$ cat src/hw/ptc_cfg.svh
`ifndef PTC_CFG_SVH
`define PTC_CFG_SVH
// Register word addresses, index = printed offset, byte address = 4 * index
`define PTC_T0_COUNT      8'h50
`define PTC_T0_LIMA       8'h52
`define PTC_T0_LIMB       8'h54
`define PTC_T0_MODE       8'h56
`define PTC_T1_COUNT      8'h58
`define PTC_T1_LIMA       8'h5A
`define PTC_T1_LIMB       8'h5C
`define PTC_T1_MODE       8'h5E
`define PTC_T2_COUNT      8'h60
`define PTC_T2_LIMA       8'h62
`define PTC_T2_MODE       8'h66
// Mode word field positions
`define PTC_B_EN          15
`define PTC_B_GUARD       14
`define PTC_B_INT         13
`define PTC_B_SEL         12
`define PTC_B_MAXF        5
`define PTC_B_RTG         4
`define PTC_B_PRE         3
`define PTC_B_EXT         2
`define PTC_B_DUAL        1
`define PTC_B_CONTINUOUS_RUN        0
// Reset values
`define PTC_RST_WORD      16'h0000
// Internal tick divider: one tick every fourth core clock
`define PTC_TICK_DIV      4
`endif

$ cat src/hw/ptc_pkg.sv
package ptc_pkg;
  typedef struct packed {
    logic [9:0] addr;
    logic [15:0] wdata;
    logic        wr;
    logic        rd;
  } ptc_req_s;
  typedef struct packed {
    logic en;
    logic irq_en;
    logic sel;
    logic maxf;
    logic retrigger_select;
    logic pre;
    logic external_clock_select;
    logic dual;
    logic continuous_run;
  } ptc_mode_s;
endpackage : ptc_pkg

$ cat src/hw/ptc_timer_top.sv
// Functional notes
// No counting while run enable is zero
// Pin edges ignored and forgotten while disabled
// Single run clears enable at limit
// Enable written only when guard bit set
// Guard bit unstored, reads zero
// Interrupt enable gives request per terminal count
// Dual mode requests at both limits
// Issued request not withdrawn by disabling
// Max flag set at every limit hit
// Software clears max flag by writing zero
// Select status shows compared limit register
// Select status unwritable, zero without dual mode
// Count register readable and writable anytime
// Count write takes effect immediately
// Timers 0,1 dual limits; timer 2 single
// Reset only on equality; otherwise wrap
// Reset clears every run enable
// Reset selects limit A, outputs high
// Output pulse low single, else shows register
// Continuous runs forever; else A, B, halt
// External clock edges, or internal gated/retriggered
// Internal quarter rate, or timer 2 prescale
// Timer 2 missing mode bits read zero
//
// Strobed register access and the placing of the registers were left to the implementer.
`include "ptc_cfg.svh"
`timescale 1ns/10ps
`default_nettype none
module ptc_timer_top
  import ptc_pkg::*;
#(
  parameter int NTMR = 3
) (
  // Clock and reset
  input  wire logic              core_clk_i,
  input  wire logic              srst_i,
  // Register port
  input  wire ptc_pkg::ptc_req_s req_i,
  output logic [31:0]            rdata_o,
  // Timer pins
  input  wire logic [1:0]        tmr_in_i,
  output logic [1:0]             tmr_out_o,
  // Interrupt requests to interrupt controller
  output logic [NTMR-1:0]        irq_o
);
  import ptc_pkg::*;

  //////////////////////////////////////////////////////////////////////////////
  // Tick divider
  logic [1:0] div_q;
  logic       tick;
  always_ff @(posedge core_clk_i) begin
    if (srst_i) begin
      div_q <= 2'h0;
    end else begin
      div_q <= div_q + 2'h1;
    end
  end
  assign tick = (div_q == 2'(`PTC_TICK_DIV - 1));

  //////////////////////////////////////////////////////////////////////////////
  // Address decode, word index from byte address
  logic [7:0] widx;
  assign widx = req_i.addr[9:2];

  logic [15:0] cnt_q   [NTMR];
  logic [15:0] lima_q  [NTMR];
  logic [15:0] limb_q  [NTMR];
  ptc_mode_s   mode_q  [NTMR];
  logic [NTMR-1:0] hit;
  logic [1:0]  in_q;
  logic        t2_hit;

  always_ff @(posedge core_clk_i) begin
    if (srst_i) begin
      in_q <= 2'h0;
    end else begin
      in_q <= tmr_in_i;
    end
  end

  //////////////////////////////////////////////////////////////////////////////
  // Per-timer logic
  for (genvar t = 0; t < NTMR; t++) begin : g_tmr
    localparam bit FULL = (t < 2);
    localparam logic [7:0] A_CNT = (t == 0) ? `PTC_T0_COUNT :
                                   (t == 1) ? `PTC_T1_COUNT : `PTC_T2_COUNT;
    localparam logic [7:0] A_LA  = (t == 0) ? `PTC_T0_LIMA :
                                   (t == 1) ? `PTC_T1_LIMA : `PTC_T2_LIMA;
    localparam logic [7:0] A_LB  = (t == 0) ? `PTC_T0_LIMB : `PTC_T1_LIMB;
    localparam logic [7:0] A_MD  = (t == 0) ? `PTC_T0_MODE :
                                   (t == 1) ? `PTC_T1_MODE : `PTC_T2_MODE;
    logic pin;
    logic pin_rise;
    logic armed_q;
    logic adv;
    logic retrig;
    logic [15:0] lim;
    logic wr_cnt;
    logic wr_md;
    logic outp_q;
    logic [1:0] pend_q;

    if (FULL) begin : g_pin
      logic pin_d_q;
      assign pin = in_q[t];
      always_ff @(posedge core_clk_i) begin
        if (srst_i) begin
          pin_d_q <= 1'b0;
        end else begin
          pin_d_q <= pin;
        end
      end
      // Edge only counts while enabled, so nothing is stored across a halt
      assign pin_rise = pin & ~pin_d_q & mode_q[t].en;
    end else begin : g_nopin
      assign pin = 1'b0;
      assign pin_rise = 1'b0;
    end

    assign wr_cnt = req_i.wr && (widx == A_CNT);
    assign wr_md  = req_i.wr && (widx == A_MD);
    assign lim    = (FULL && mode_q[t].sel) ? limb_q[t] : lima_q[t];

    // Retrigger: first edge arms and clears, later edges clear again
    assign retrig = FULL && !mode_q[t].external_clock_select && mode_q[t].retrigger_select && pin_rise;
    always_ff @(posedge core_clk_i) begin
      if (srst_i || !mode_q[t].en) begin
        armed_q <= 1'b0;
      end else if (retrig) begin
        armed_q <= 1'b1;
      end
    end

    always_comb begin
      adv = 1'b0;
      if (!mode_q[t].en) begin
        adv = 1'b0;
      end else if (FULL && mode_q[t].external_clock_select) begin
        adv = pin_rise;
      end else if (FULL && mode_q[t].pre) begin
        adv = t2_hit;
      end else if (FULL && mode_q[t].retrigger_select) begin
        adv = tick && armed_q;
      end else if (FULL) begin
        adv = tick && pin;
      end else begin
        adv = tick;
      end
    end

    // Equality only; a count above the limit runs on through wrap
    assign hit[t] = adv && !retrig && (cnt_q[t] == lim);

    always_ff @(posedge core_clk_i) begin
      if (srst_i) begin
        cnt_q[t] <= `PTC_RST_WORD;
      end else if (wr_cnt) begin
        cnt_q[t] <= req_i.wdata;
      end else if (retrig || hit[t]) begin
        cnt_q[t] <= 16'h0000;
      end else if (adv) begin
        cnt_q[t] <= cnt_q[t] + 16'h0001;
      end
    end

    always_ff @(posedge core_clk_i) begin
      if (srst_i) begin
        lima_q[t] <= `PTC_RST_WORD;
      end else if (req_i.wr && widx == A_LA) begin
        lima_q[t] <= req_i.wdata;
      end
    end
    if (FULL) begin : g_limb
      always_ff @(posedge core_clk_i) begin
        if (srst_i) begin
          limb_q[t] <= `PTC_RST_WORD;
        end else if (req_i.wr && widx == A_LB) begin
          limb_q[t] <= req_i.wdata;
        end
      end
    end else begin : g_nolimb
      always_ff @(posedge core_clk_i) begin
        limb_q[t] <= 16'h0000;
      end
    end

    // Mode word; hardware set of the flag wins over software clear
    always_ff @(posedge core_clk_i) begin
      if (srst_i) begin
        mode_q[t] <= '0;
      end else begin
        if (wr_md) begin
          mode_q[t].irq_en <= req_i.wdata[`PTC_B_INT];
          mode_q[t].continuous_run   <= req_i.wdata[`PTC_B_CONTINUOUS_RUN];
          mode_q[t].retrigger_select    <= FULL & req_i.wdata[`PTC_B_RTG];
          mode_q[t].pre    <= FULL & req_i.wdata[`PTC_B_PRE];
          mode_q[t].external_clock_select    <= FULL & req_i.wdata[`PTC_B_EXT];
          mode_q[t].dual   <= FULL & req_i.wdata[`PTC_B_DUAL];
          mode_q[t].maxf   <= req_i.wdata[`PTC_B_MAXF];
          if (req_i.wdata[`PTC_B_GUARD]) begin
            mode_q[t].en <= req_i.wdata[`PTC_B_EN];
          end
        end
        if (hit[t]) begin
          mode_q[t].maxf <= 1'b1;
          // Without continuous run, single mode halts at each limit; dual halts after limit B
          if (!mode_q[t].continuous_run && (!mode_q[t].dual || mode_q[t].sel)) begin
            mode_q[t].en <= 1'b0;
          end
        end
        // Select state is not written by software
        if (!mode_q[t].dual || (wr_md && !(FULL & req_i.wdata[`PTC_B_DUAL]))) begin
          mode_q[t].sel <= 1'b0;
        end else if (hit[t]) begin
          mode_q[t].sel <= ~mode_q[t].sel;
        end
      end
    end

    // Interrupt request pulse; latched downstream, so later disable is harmless
    always_ff @(posedge core_clk_i) begin
      if (srst_i) begin
        irq_o[t] <= 1'b0;
      end else begin
        irq_o[t] <= hit[t] && mode_q[t].irq_en;
      end
    end

    // Output: low for one clock, two clocks after the limit hit, or shows active register
    if (FULL) begin : g_out
      always_ff @(posedge core_clk_i) begin
        if (srst_i) begin
          pend_q <= 2'h0;
          outp_q <= 1'b1;
        end else begin
          pend_q <= {pend_q[0], hit[t] && !mode_q[t].dual};
          outp_q <= mode_q[t].dual ? ~mode_q[t].sel : ~pend_q[0];
        end
      end
      assign tmr_out_o[t] = outp_q;
    end else begin : g_noout
      always_ff @(posedge core_clk_i) begin
        pend_q <= 2'h0;
        outp_q <= 1'b1;
      end
    end
  end

  assign t2_hit = hit[NTMR-1];

  //////////////////////////////////////////////////////////////////////////////
  // Read mux, data in the cycle after the strobe
  function automatic logic [15:0] mode_word(input ptc_mode_s m);
    logic [15:0] w;
    w = 16'h0000;
    w[`PTC_B_EN]    = m.en;
    w[`PTC_B_GUARD] = 1'b0;
    w[`PTC_B_INT]   = m.irq_en;
    w[`PTC_B_SEL]   = m.sel;
    w[`PTC_B_MAXF]  = m.maxf;
    w[`PTC_B_RTG]   = m.retrigger_select;
    w[`PTC_B_PRE]   = m.pre;
    w[`PTC_B_EXT]   = m.external_clock_select;
    w[`PTC_B_DUAL]  = m.dual;
    w[`PTC_B_CONTINUOUS_RUN]  = m.continuous_run;
    return w;
  endfunction : mode_word

  logic [15:0] rd_d;
  always_comb begin
    rd_d = 16'h0000;
    case (widx)
      `PTC_T0_COUNT: rd_d = cnt_q[0];
      `PTC_T0_LIMA:  rd_d = lima_q[0];
      `PTC_T0_LIMB:  rd_d = limb_q[0];
      `PTC_T0_MODE:  rd_d = mode_word(mode_q[0]);
      `PTC_T1_COUNT: rd_d = cnt_q[1];
      `PTC_T1_LIMA:  rd_d = lima_q[1];
      `PTC_T1_LIMB:  rd_d = limb_q[1];
      `PTC_T1_MODE:  rd_d = mode_word(mode_q[1]);
      `PTC_T2_COUNT: rd_d = cnt_q[2];
      `PTC_T2_LIMA:  rd_d = lima_q[2];
      `PTC_T2_MODE:  rd_d = mode_word(mode_q[2]);
      default:       rd_d = 16'h0000;
    endcase
  end

  always_ff @(posedge core_clk_i) begin
    if (srst_i) begin
      rdata_o <= 32'h0000_0000;
    end else if (req_i.rd) begin
      rdata_o <= {16'h0000, rd_d};
    end else begin
      rdata_o <= 32'h0000_0000;
    end
  end
endmodule : ptc_timer_top
`default_nettype wire

$ cat config.mk
export PLATFORM = sky130hd
export DESIGN_NAME = ptc_timer_top
export DESIGN_NICKNAME = d
export VERILOG_FILES = /design/src/hw/ptc_pkg.sv /design/src/hw/ptc_timer_top.sv
export VERILOG_INCLUDE_DIRS = /design/src /design/src/hw
export SDC_FILE = /design/constraint.sdc
export NUM_CORES = 1
export LEC_CHECK = 0
export BUFFER_PORTS_ARGS = -buffer_cell sky130_fd_sc_hd__buf_2
export CAP_MARGIN = 20
export CORE_UTILIZATION = 60
export DETAILED_ROUTE_END_ITERATION = 8
export PLACE_DENSITY_LB_ADDON = 0.25
export SLEW_MARGIN = 10
export SYNTH_ARGS = -nofsm -noshare
export SYNTH_HDL_FRONTEND = slang
export SYNTH_SLANG_ARGS = --single-unit
$ cat constraint.sdc
create_clock -name core_clk_i -period 3.55 [get_ports core_clk_i]
set_input_delay 0.71 -clock core_clk_i [delete_from_list [all_inputs] [get_ports core_clk_i]]
set_output_delay 0.71 -clock core_clk_i [all_outputs]
set_load 0.02 [all_outputs]
==> results.md, run 1 <==
- Status: finished, final reports clean
- FF-to-FF path depth: 6
- Worst reg2reg startpoint: mode_q[1][6]
- Initial Utilization: 0.611
- Yosys warns: 0
- Setup Skew: 0.0112 ns
- Leakage power total: about 0.004 uW
- Via density: between 6 and 7
- VDD IR max: ~0.00032 V
- Die Span Y: 132 microns
- First-pass GRT wire length: ~43000 microns
- FF+latch area: 5120 sq um
- Row cnt: 47
- Die width: roughly 130 microns
- Vias in the first global route: 7401
- Die ar.: 17400 sq um
- Hold EP: div_q[0]
- Hold Crit Start: div_q[0]
- Cells after DPL: 1194
- Wirelength per Cell: 23.2 microns
- Synth Flop Type: edfxtp_1
- Core ar.: 16500 sq um
- Synthesized area per cell: 10.6 sq um
- CP Data Required Time: 3.70 ns
- Synth area leader: edfxtp_1
- Post-synth top area share: 0.446
- First DRT Iteration DRCs: 1102
- Final Hold Viols: 0
- All-layer global routing usage: 0.336
- WHS: 0.442 ns
- DRC Markers: 0
- Type of destination of the critical path: flop
- Final setup violating endpoints: 0
- RSZ-0062 raised after global routing: false
- Reg2reg end: cnt_q[1][3]
- Port Buf Inserts: 50
- Hold-fix buffers, CTS: 0
- WS Path Type: reg -> reg
- CTS root buffer: clkbuf_16
- Post-synth cell types: 63
- Worst hold path depth: 1
- Most common cell after layout, fill and taps aside: edfxtp_1
- Worst-Skew Late Latency: between 0.4 and 0.5 ns
- Register-to-register setup slack: 0.50 ns
- Multi-input logic area: 4620 sq um
- Largest net degree at the start of global routing: 33
- Period minus WS final: roughly 3.0 ns
- H-tree level count: 4
- Mapped Cells: 957
- Crit path from: mode_q[1][6]
- #FFs+latches synth: 181
- Max Cap Viol: 0
- Deepest clock path buffer count: 2
- Clk slew on worst S/H paths: 0.07 ns
- Most frequent cells in the layout: 150 x edfxtp_1, 86 x nand2_1, 75 x and2_1
- PwrDens: roughly 450 nW/um^2
- Cts bufs inserted: 17
- Crit path launch type: flop
- Worst-Margin Slew: 0.974 ns
- Fmax achieved: 328 MHz
- Hold Path Class: reg -> reg
- Fin cells: 1226
- CTS resizes: 0
- Critical Path Fanout Max: 16
- Final antenna-violating net count: 0
- Layout cell share with drive strength beyond 1: 0.139
- Crit path DAT: 3.20 ns
- CTS tree: done
- Post-Route Setup TNS: 0 ns
- Postcts setup bufs: 0
- Post-Route WL: 28400 microns
- Total gr overflow: 0
- I/O pin total: just under 70
- Ys async rst share: 0
- Clock sinks: 181
- Area Overhead vs Synth: 10.8%
- Final period utilization: 0.858
- Half-perimeter wire length after placement: 20200 microns
- # diodes: 0
- Max Slew Vio Count: 0
- Post-synth EDFFs: 150
- Area contributors post-synth: edfxtp_1 45%, dfxtp_1 6.1%, xnor2_1 5.0%
- Placer Congestion: 0.954
- Post-Syn Area: 10100 sq um
- Initial antenna violation count: 0
- Relative slew slack: 0.348
- Vias: roughly 7.9k
- Post-layout nets: 1029
- Fillers: 1294
- Post-synthesis sequential area ratio: 0.507
- Initial DRT Pass Iterations: 7
registers in the layout, indices dropped and copies added, names as in the netlist, 3 cells and up:
signal,flops
cnt_q,48
lima_q,48
limb_q,32
mode_q,22
rdata_o,16
irq_o,3
per-layer routing:
metal / global-route usage / vias to the layer above / share of wire / wire [microns]
li1: - / 3528 / - / -
met1: 0.470 / 3793 / 0.41 / 11600
met2: 0.514 / 481 / 0.46 / 13000
met3: 0.0531 / 82 / 0.092 / 2600
met4: 0.166 / 0 / 0.044 / 1240
met5: 0 / - / 0 / 0
worst max-delay path: stages, from the launching register on:
cell and delay [ns]:
edfxtp_1 0.75, buf_4 0.32, mux2i_1 0.26, xnor2_1 0.15, or3_4 0.40, o311ai_4 0.65
o21ai_0 0.21
per-stage QoR:
step | total power (uW) | utilization | setup WS [ns] | instance area [sq um]
global route | 5130 | 0.678 | 0.380 | 11200
CTS | 5010 | 0.678 | 0.578 | 11200
detailed placement | 2950 | 0.638 | 0.586 | 10500
finish | 5020 | 0.678 | 0.504 | 11200
global placement | 2940 | 0.638 | 0.634 | 10500
floorplan | 2790 | - | 0.818 | 10200
kinds of logic (layout without fill, tap and decap cells):
logic type,count (synthesis),count (layout),share of synthesized area
flops,181,181,0.507
buf+inv,90,124,0.0446
compound gates,172,172,0.115
xor+xnor,90,90,0.0780
mux,50,50,0.0549
simple gates,369,369,0.195
fa+ha+maj,4,4,0.00495
other cells,1,16,0.000371
where the power goes:
group,leakage [uW],internal (uW),total (uW),switching (uW)
Clock,0.000316,1250,2100,855
Combinational,0.00195,151,415,265
Sequential,0.00173,2390,2500,108
synthesized netlist by cell type (9+ instances only):
cell	number
nand3_1	29
nand4_1	14
and3_1	28
buf_4	19
edfxtp_1	150
inv_1	12
xor2_1	32
nor2_1	56
xnor2_1	58
o21ai_0	43
a21oi_1	33
a31oi_1	12
nor2b_1	15
clkbuf_1	44
a22oi_1	36
nor3_1	18
nor4_1	10
a222oi_1	12
mux2i_1	43
and2_1	75
nand2b_1	9
nand2_1	86
dfxtp_1	31
area by class of cell:
cell class                 count  area share
multi-input combinational    701       0.412
tap                          220      0.0246
clock buffer                  21      0.0450
timing repair buffer          80      0.0424
inverter                      12     0.00402
clock inverter                11      0.0141
sequential                   181       0.458
how the worst max path moves through the flow:
stage              endpoint  slack [ns]  cells past startpoint
5_1_grt         cnt_q[1][2]        0.38                      7
2_1_floorplan  lima_q[1][0]        0.82                      5
3_3_place_gp   cnt_q[2][10]        0.63                      7
6_report        cnt_q[1][3]        0.50                      6
4_1_cts        cnt_q[1][15]        0.58                      6
3_5_place_dp   cnt_q[1][15]        0.59                      6
Power figures use the tool's default switching activity.
==> inputs of run 2 (changes only) <==
--- a/config.mk
+++ b/config.mk
@@ -11,6 +11,7 @@
 export CORE_UTILIZATION = 60
 export DETAILED_ROUTE_END_ITERATION = 8
 export PLACE_DENSITY_LB_ADDON = 0.25
+export RECOVER_POWER = 50
 export SLEW_MARGIN = 10
 export SYNTH_ARGS = -nofsm -noshare
 export SYNTH_HDL_FRONTEND = slang
==> results.md, run 2 (synthesis gave the netlist of run 1 again) <==
- Most common cell after layout, fill and taps aside: edfxtp_1
- Clock sinks: 181
- Crit path DAT: 3.48 ns
- Relative slew slack: 0.0748
- Initial antenna violation count: 0
- Post-Route WL: 28400 microns
- Final Hold Viols: 0
- Largest net degree at the start of global routing: 33
- FF+latch area: roughly 5100 sq um
- CP Cell Sequence: clkbuf_1 > or4_1 > nor2_1 > a211o_1 > nor2_1 > nand2_1 > a21oi_1
- First DRT Iteration DRCs: 1164
- Vias in the first global route: approximately 7.4k
- Type of destination of the critical path: flop
- # diodes: 0
- FF-to-FF path depth: 6
- Period minus WS final: 3.19 ns
- Via density: 6.46
- Wirelength per Cell: 23.1 microns
- Hold EP: div_q[0]
- Max Slew Vio Count: 0
- Cts bufs inserted: 17
- Worst hold path depth: 1
- Initial DRT Pass Iterations: 8
- PwrDens: approximately 450 nW/um^2
- Vias: 7921
- CP top delay family: simple AND/OR/NAND/NOR gates
- Hold Crit Start: div_q[0]
- Die ar.: 17400 sq um
- Core ar.: 16500 sq um
- VDD IR max: 0.000315 V
- Die Span Y: 132 microns
- Initial Utilization: 0.611
- Setup Skew: 0.0103 ns
- Post-Route Setup TNS: 0 ns
- Cells after DPL: 1194
- Power Total: between 5000 and 6000 uW
- Port Buf Inserts: 50
- Leakage power total: 0.00383 uW
- Place WS: 0.586 ns
- Total gr overflow: 0
- H-tree level count: 4
- CTS root buffer: clkbuf_16
- Hold-fix buffers, CTS: 0
- Placer Congestion: 0.954
- Max Cap Viol: 0
- Worst path max stage delay: 0.99 ns
- Deepest clock path buffer count: 2
- RSZ-0062 raised after global routing: false
- Fin area: 11100 sq um
- Critical Path Fanout Max: 21
- Dpl cell area: approximately 11000 sq um
- CP Data Required Time: 3.83 ns
- WS Path Type: in -> reg
- Area Overhead vs Synth: 10.1%
- Crit path max-delay cell type: clkbuf_1
- Fillers: 1320
- Post-layout nets: 1029
- Worst reg2reg startpoint: mode_q[1][6]
- Worst-Skew Late Latency: between 0.4 and 0.5 ns
- Multi-input logic area: 4600 sq um
- CTS resizes: 0
- DRC Markers: 0
- Setup WS post-layout: 0.356 ns
- Final antenna-violating net count: 0
- Row cnt: 47
- All-layer global routing usage: 0.336
- Worst Path Buf+Inv: 1
- Register-to-register setup slack: 0.54 ns
- Crit path launch type: input port
- Reg2reg end: cnt_q[1][15]
- Worst-Margin Slew: ~1.4 ns
- Clk slew on worst S/H paths: around 0.07 ns
- Fmax achieved: between 300 and 400 MHz
- I/O pin total: 69
- Most frequent cells in the layout: 150 x edfxtp_1, 86 x nand2_1, 58 x xnor2_1
- Final setup violating endpoints: 0
- Fin cells: 1226
- Layout cell share with drive strength beyond 1: 0.106
- Hold Path Class: reg -> reg
- Postcts setup bufs: 0
- Half-perimeter wire length after placement: 20200 microns
- CTS tree: done
- Die width: 132 microns
- Status: finished, final reports clean
- Most common cell on crit path: nor2_1
- Regs by FF count: cnt_q (48), lima_q (48), limb_q (32)
- Final period utilization: 0.900
- First-pass GRT wire length: 43300 microns
run 2: changes by cell type in the layout (fill, tap and decap cells not counted), moves of 8 or more:
| cell | change |
|---|---|
| and2_0 | +29 |
| buf_4 | -8 |
| buf_2 | -24 |
| and2_1 | -29 |
| clkbuf_1 | +31 |
run 2: routing by layer:
metal  global-route usage  routed length (microns)  up-vias
li1                     -                        -     3525
met1                0.470                    11500     3839
met2                0.514                    13000      475
met3               0.0531                     2550       82
met4                0.166                     1260        0
met5                    0                        0        -
run 2: where the power goes:
group	internal (uW)	switching [uW]	total [uW]
Clock	1250	855	2100
Sequential	2390	107	2500
Combinational	148	264	411
Total	3790	1230	5010
run 2: how the worst max path moves through the flow:
stage                      start           end  slack [ns]  cells past startpoint
CTS                 mode_q[1][6]  cnt_q[1][15]        0.58                      6
global placement       req_i[22]  cnt_q[2][10]        0.63                      7
global route           req_i[22]   cnt_q[2][3]        0.26                      7
detailed placement  mode_q[1][6]  cnt_q[1][15]        0.59                      6
finish                 req_i[22]  cnt_q[2][10]        0.36                      7
floorplan              req_i[21]  lima_q[1][0]        0.82                      5
run 2: stage by stage:
step,util,hold slack [ns]
after floorplan,-,0.399
after global placement,0.638,0.407
after detailed placement,0.638,0.429
after CTS,0.678,0.443
after global routing,0.673,0.452
final,0.673,0.438
run 2: layout make-up:
cell class | instances | share of cell area
clock buffer | 21 | 0.0453
clock inverter | 11 | 0.0142
inverter | 12 | 0.00405
multi-input combinational | 701 | 0.414
sequential | 181 | 0.461
tap | 220 | 0.0247
timing repair buffer | 80 | 0.0374
run 2: worst reg2reg max path, cell delays in order, from the launching register on:
cell,delay [ns]
edfxtp_1,0.74
buf_4,0.33
mux2i_1,0.25
xnor2_1,0.15
or3_4,0.40
o311ai_4,0.64
o21ai_0,0.21
==> inputs of run 3 (changes only) <==
--- a/config.mk
+++ b/config.mk
@@ -6,10 +6,12 @@
 export SDC_FILE = /design/constraint.sdc
 export NUM_CORES = 1
 export LEC_CHECK = 0
+export ABC_AREA = 1
 export BUFFER_PORTS_ARGS = -buffer_cell sky130_fd_sc_hd__buf_2
-export CAP_MARGIN = 20
+export CAP_MARGIN = 10
 export CORE_UTILIZATION = 60
 export DETAILED_ROUTE_END_ITERATION = 8
+export GPL_TIMING_DRIVEN = 0
 export PLACE_DENSITY_LB_ADDON = 0.25
 export RECOVER_POWER = 50
 export SLEW_MARGIN = 10
==> results.md, run 3 <==
- Status: finished, violations left
- Failing checks: design-rule violations
- # diodes: 0
- Vias in the first global route: 8872
- Place WS: 0.115 ns
- Area contributors post-synth: edfxtp_1 43%, nand2_1 12%, nor2_1 6.9%
- Hold-fix buffers, CTS: 0
- RSZ-0062 raised after global routing: false
- Half-perimeter wire length after placement: ~25000 microns
- Ys async rst share: 0
- CP Data Required Time: 3.63 ns
- CTS resizes: 0
- Final Hold Viols: 0
- Synth area leader: edfxtp_1
- Die width: between 100 and 150 microns
- Die ar.: about 18000 sq um
- Multi-input logic area: 4460 sq um
- Die Span Y: roughly 130 microns
- First DRT Iteration DRCs: 1634
- Worst-Skew Late Latency: 0.45 ns
- Fmax achieved: 321 MHz
- Post-Route WL: 34800 microns
- Critical Path Fanout Max: 16
- Final setup violating endpoints: 0
- PwrDens: 421 nW/um^2
- VDD IR max: 0.000380 V
- Dpl cell area: 11100 sq um
- Crit path DAT: 3.20 ns
- Row cnt: 47
- DRC Markers: 1
- Synth cell count leaders: 347 x nand2_1, 191 x nor2_1, 150 x edfxtp_1
- Post-synth EDFFs: 150
- Regs by FF count: cnt_q (48), lima_q (48), limb_q (32)
- Initial antenna violation count: 0
- Placer Congestion: 1.00
- Setup WS post-layout: 0.432 ns
- FF+latch area: 5120 sq um
- H-tree level count: 4
- Post-synth top area share: 0.431
- Post-Route Setup TNS: 0 ns
- Most frequent cell after synthesis: nand2_1
- Post-synth cell types: 42
- Post-Syn Area: 10500 sq um
- Max Cap Viol: 0
- Worst hold path depth: 1
- Initial DRT Pass Iterations: 9
- Fillers: around 1.4k
- Layout cell share with drive strength beyond 1: 0.0938
- Final antenna-violating net count: 0
- CTS tree: done
- FF-to-FF path depth: 12
- Post-synthesis sequential area ratio: 0.490
- Worst-Margin Slew: just under 1 ns
- Largest net degree at the start of global routing: 17
- Hold EP: div_q[0]
- Port Buf Inserts: 48
- WS Path Type: in -> reg
- Reg2reg end: mode_q[1][8]
- Via density: 6.12
- Postcts setup bufs: 0
- Initial Utilization: 0.621
- First-pass GRT wire length: 51500 microns
- Register-to-register setup slack: ~0.66 ns
- Synth Flop Type: edfxtp_1
- Hold Crit Start: div_q[0]
- Deepest clock path buffer count: 2
- Clock sinks: roughly 180
- Fin area: between 10000 and 15000 sq um
- Setup Skew: 0.00878 ns
- Wirelength per Cell: 21.6 microns
- CTS root buffer: clkbuf_16
- Most frequent cells in the layout: 348 x nand2_1, 194 x nor2_1, 150 x edfxtp_1
- Area Overhead vs Synth: 10.8%
- Clk slew on worst S/H paths: 0.07 ns
- Yosys warns: 0
- Post-layout nets: 1409
- Final period utilization: 0.878
- Worst reg2reg startpoint: mode_q[1][6]
- Period minus WS final: 3.12 ns
- Total gr overflow: 0
- Cts bufs inserted: 17
- All-layer global routing usage: 0.397
- Vias: 9829
- Max Slew Vio Count: 0
- Most common cell after layout, fill and taps aside: nand2_1
- Type of destination of the critical path: flop
- I/O pin total: 69
- Crit path launch type: input port
- Post-layout util: 0.689
- #FFs+latches synth: 181
- Mapped Cells: 1288
- Leakage power total: 0.00509 uW
- Synthesized area per cell: approximately 8.1 sq um
- Relative slew slack: 0.335
- Core ar.: 16800 sq um
- Hold Path Class: reg -> reg
[run 3: changes by cell type in the layout (fill, tap and decap cells not counted), moves of 36 or more]
cell     previous run  this run
mux2i_1            43         0
nand3_1            29        90
nand2_1            86       348
a22oi_1            36         0
nor2_1             56       194
xnor2_1            58         0
inv_1              12       142
and2_1             46         0
[run 3: layout make-up]
class,instances,share of cell area
Clock buffer,22,0.0439
Sequential cell,181,0.443
Multi-Input combinational cell,918,0.385
Buffer,56,0.0293
Inverter,148,0.0480
Timing Repair Buffer,51,0.0224
Clock inverter,10,0.00551
Tap cell,220,0.0238
[run 3: critical path: stages]
cell,delay [ns]
buf_2,0.20
inv_1,0.37
clkbuf_1,0.57
nand2_1,0.39
clkbuf_1,0.33
nand2_1,0.62
[run 3: how the worst max path moves through the flow]
stage / start / end / slack [ns] / depth (start not counted)
finish: srst_i / cnt_q[2][10] / 0.43 / 6
global route: req_i[27] / lima_q[1][8] / 0.31 / 7
CTS: srst_i / cnt_q[2][10] / 0.55 / 6
detailed placement: srst_i / cnt_q[2][7] / 0.11 / 6
global placement: req_i[22] / lima_q[0][8] / -0.57 / 6
floorplan: req_i[27] / lima_q[1][0] / 0.59 / 5
[run 3: cells by family after synthesis]
| family | after synthesis | synth area share |
|---|---|---|
| AOI/OAI and AO/OA | 141 | 0.0836 |
| and+or+nand+nor | 708 | 0.293 |
| adders and majority gates | 4 | 0.00479 |
| other | 1 | 0.000359 |
| xor gates and xnor gates | 49 | 0.0411 |
| DFF | 181 | 0.490 |
| buffers and inverters | 204 | 0.0869 |
[run 3: through the flow]
stage	hold WS (ns)	std cells	power, uW
6_report	0.419	1606	4870
5_1_grt	0.432	1606	4960
4_1_cts	0.422	1606	4830
3_5_place_dp	0.411	1574	3020
3_3_place_gp	0.408	1571	3000
2_1_floorplan	0.399	1303	2820
[run 3: where the power goes]
group / internal [uW] / switching, uW
clock: 1020 / 855
sequential: 2400 / 80.2
combinational: 139 / 375
[run 3: layer usage]
metal	vias to the layer above	global-route usage	wire length (microns)
met5	-	0	0
met4	0	0.210	1900
met3	113	0.0733	4510
met2	722	0.601	15500
met1	4587	0.544	12900
li1	4407	-	-
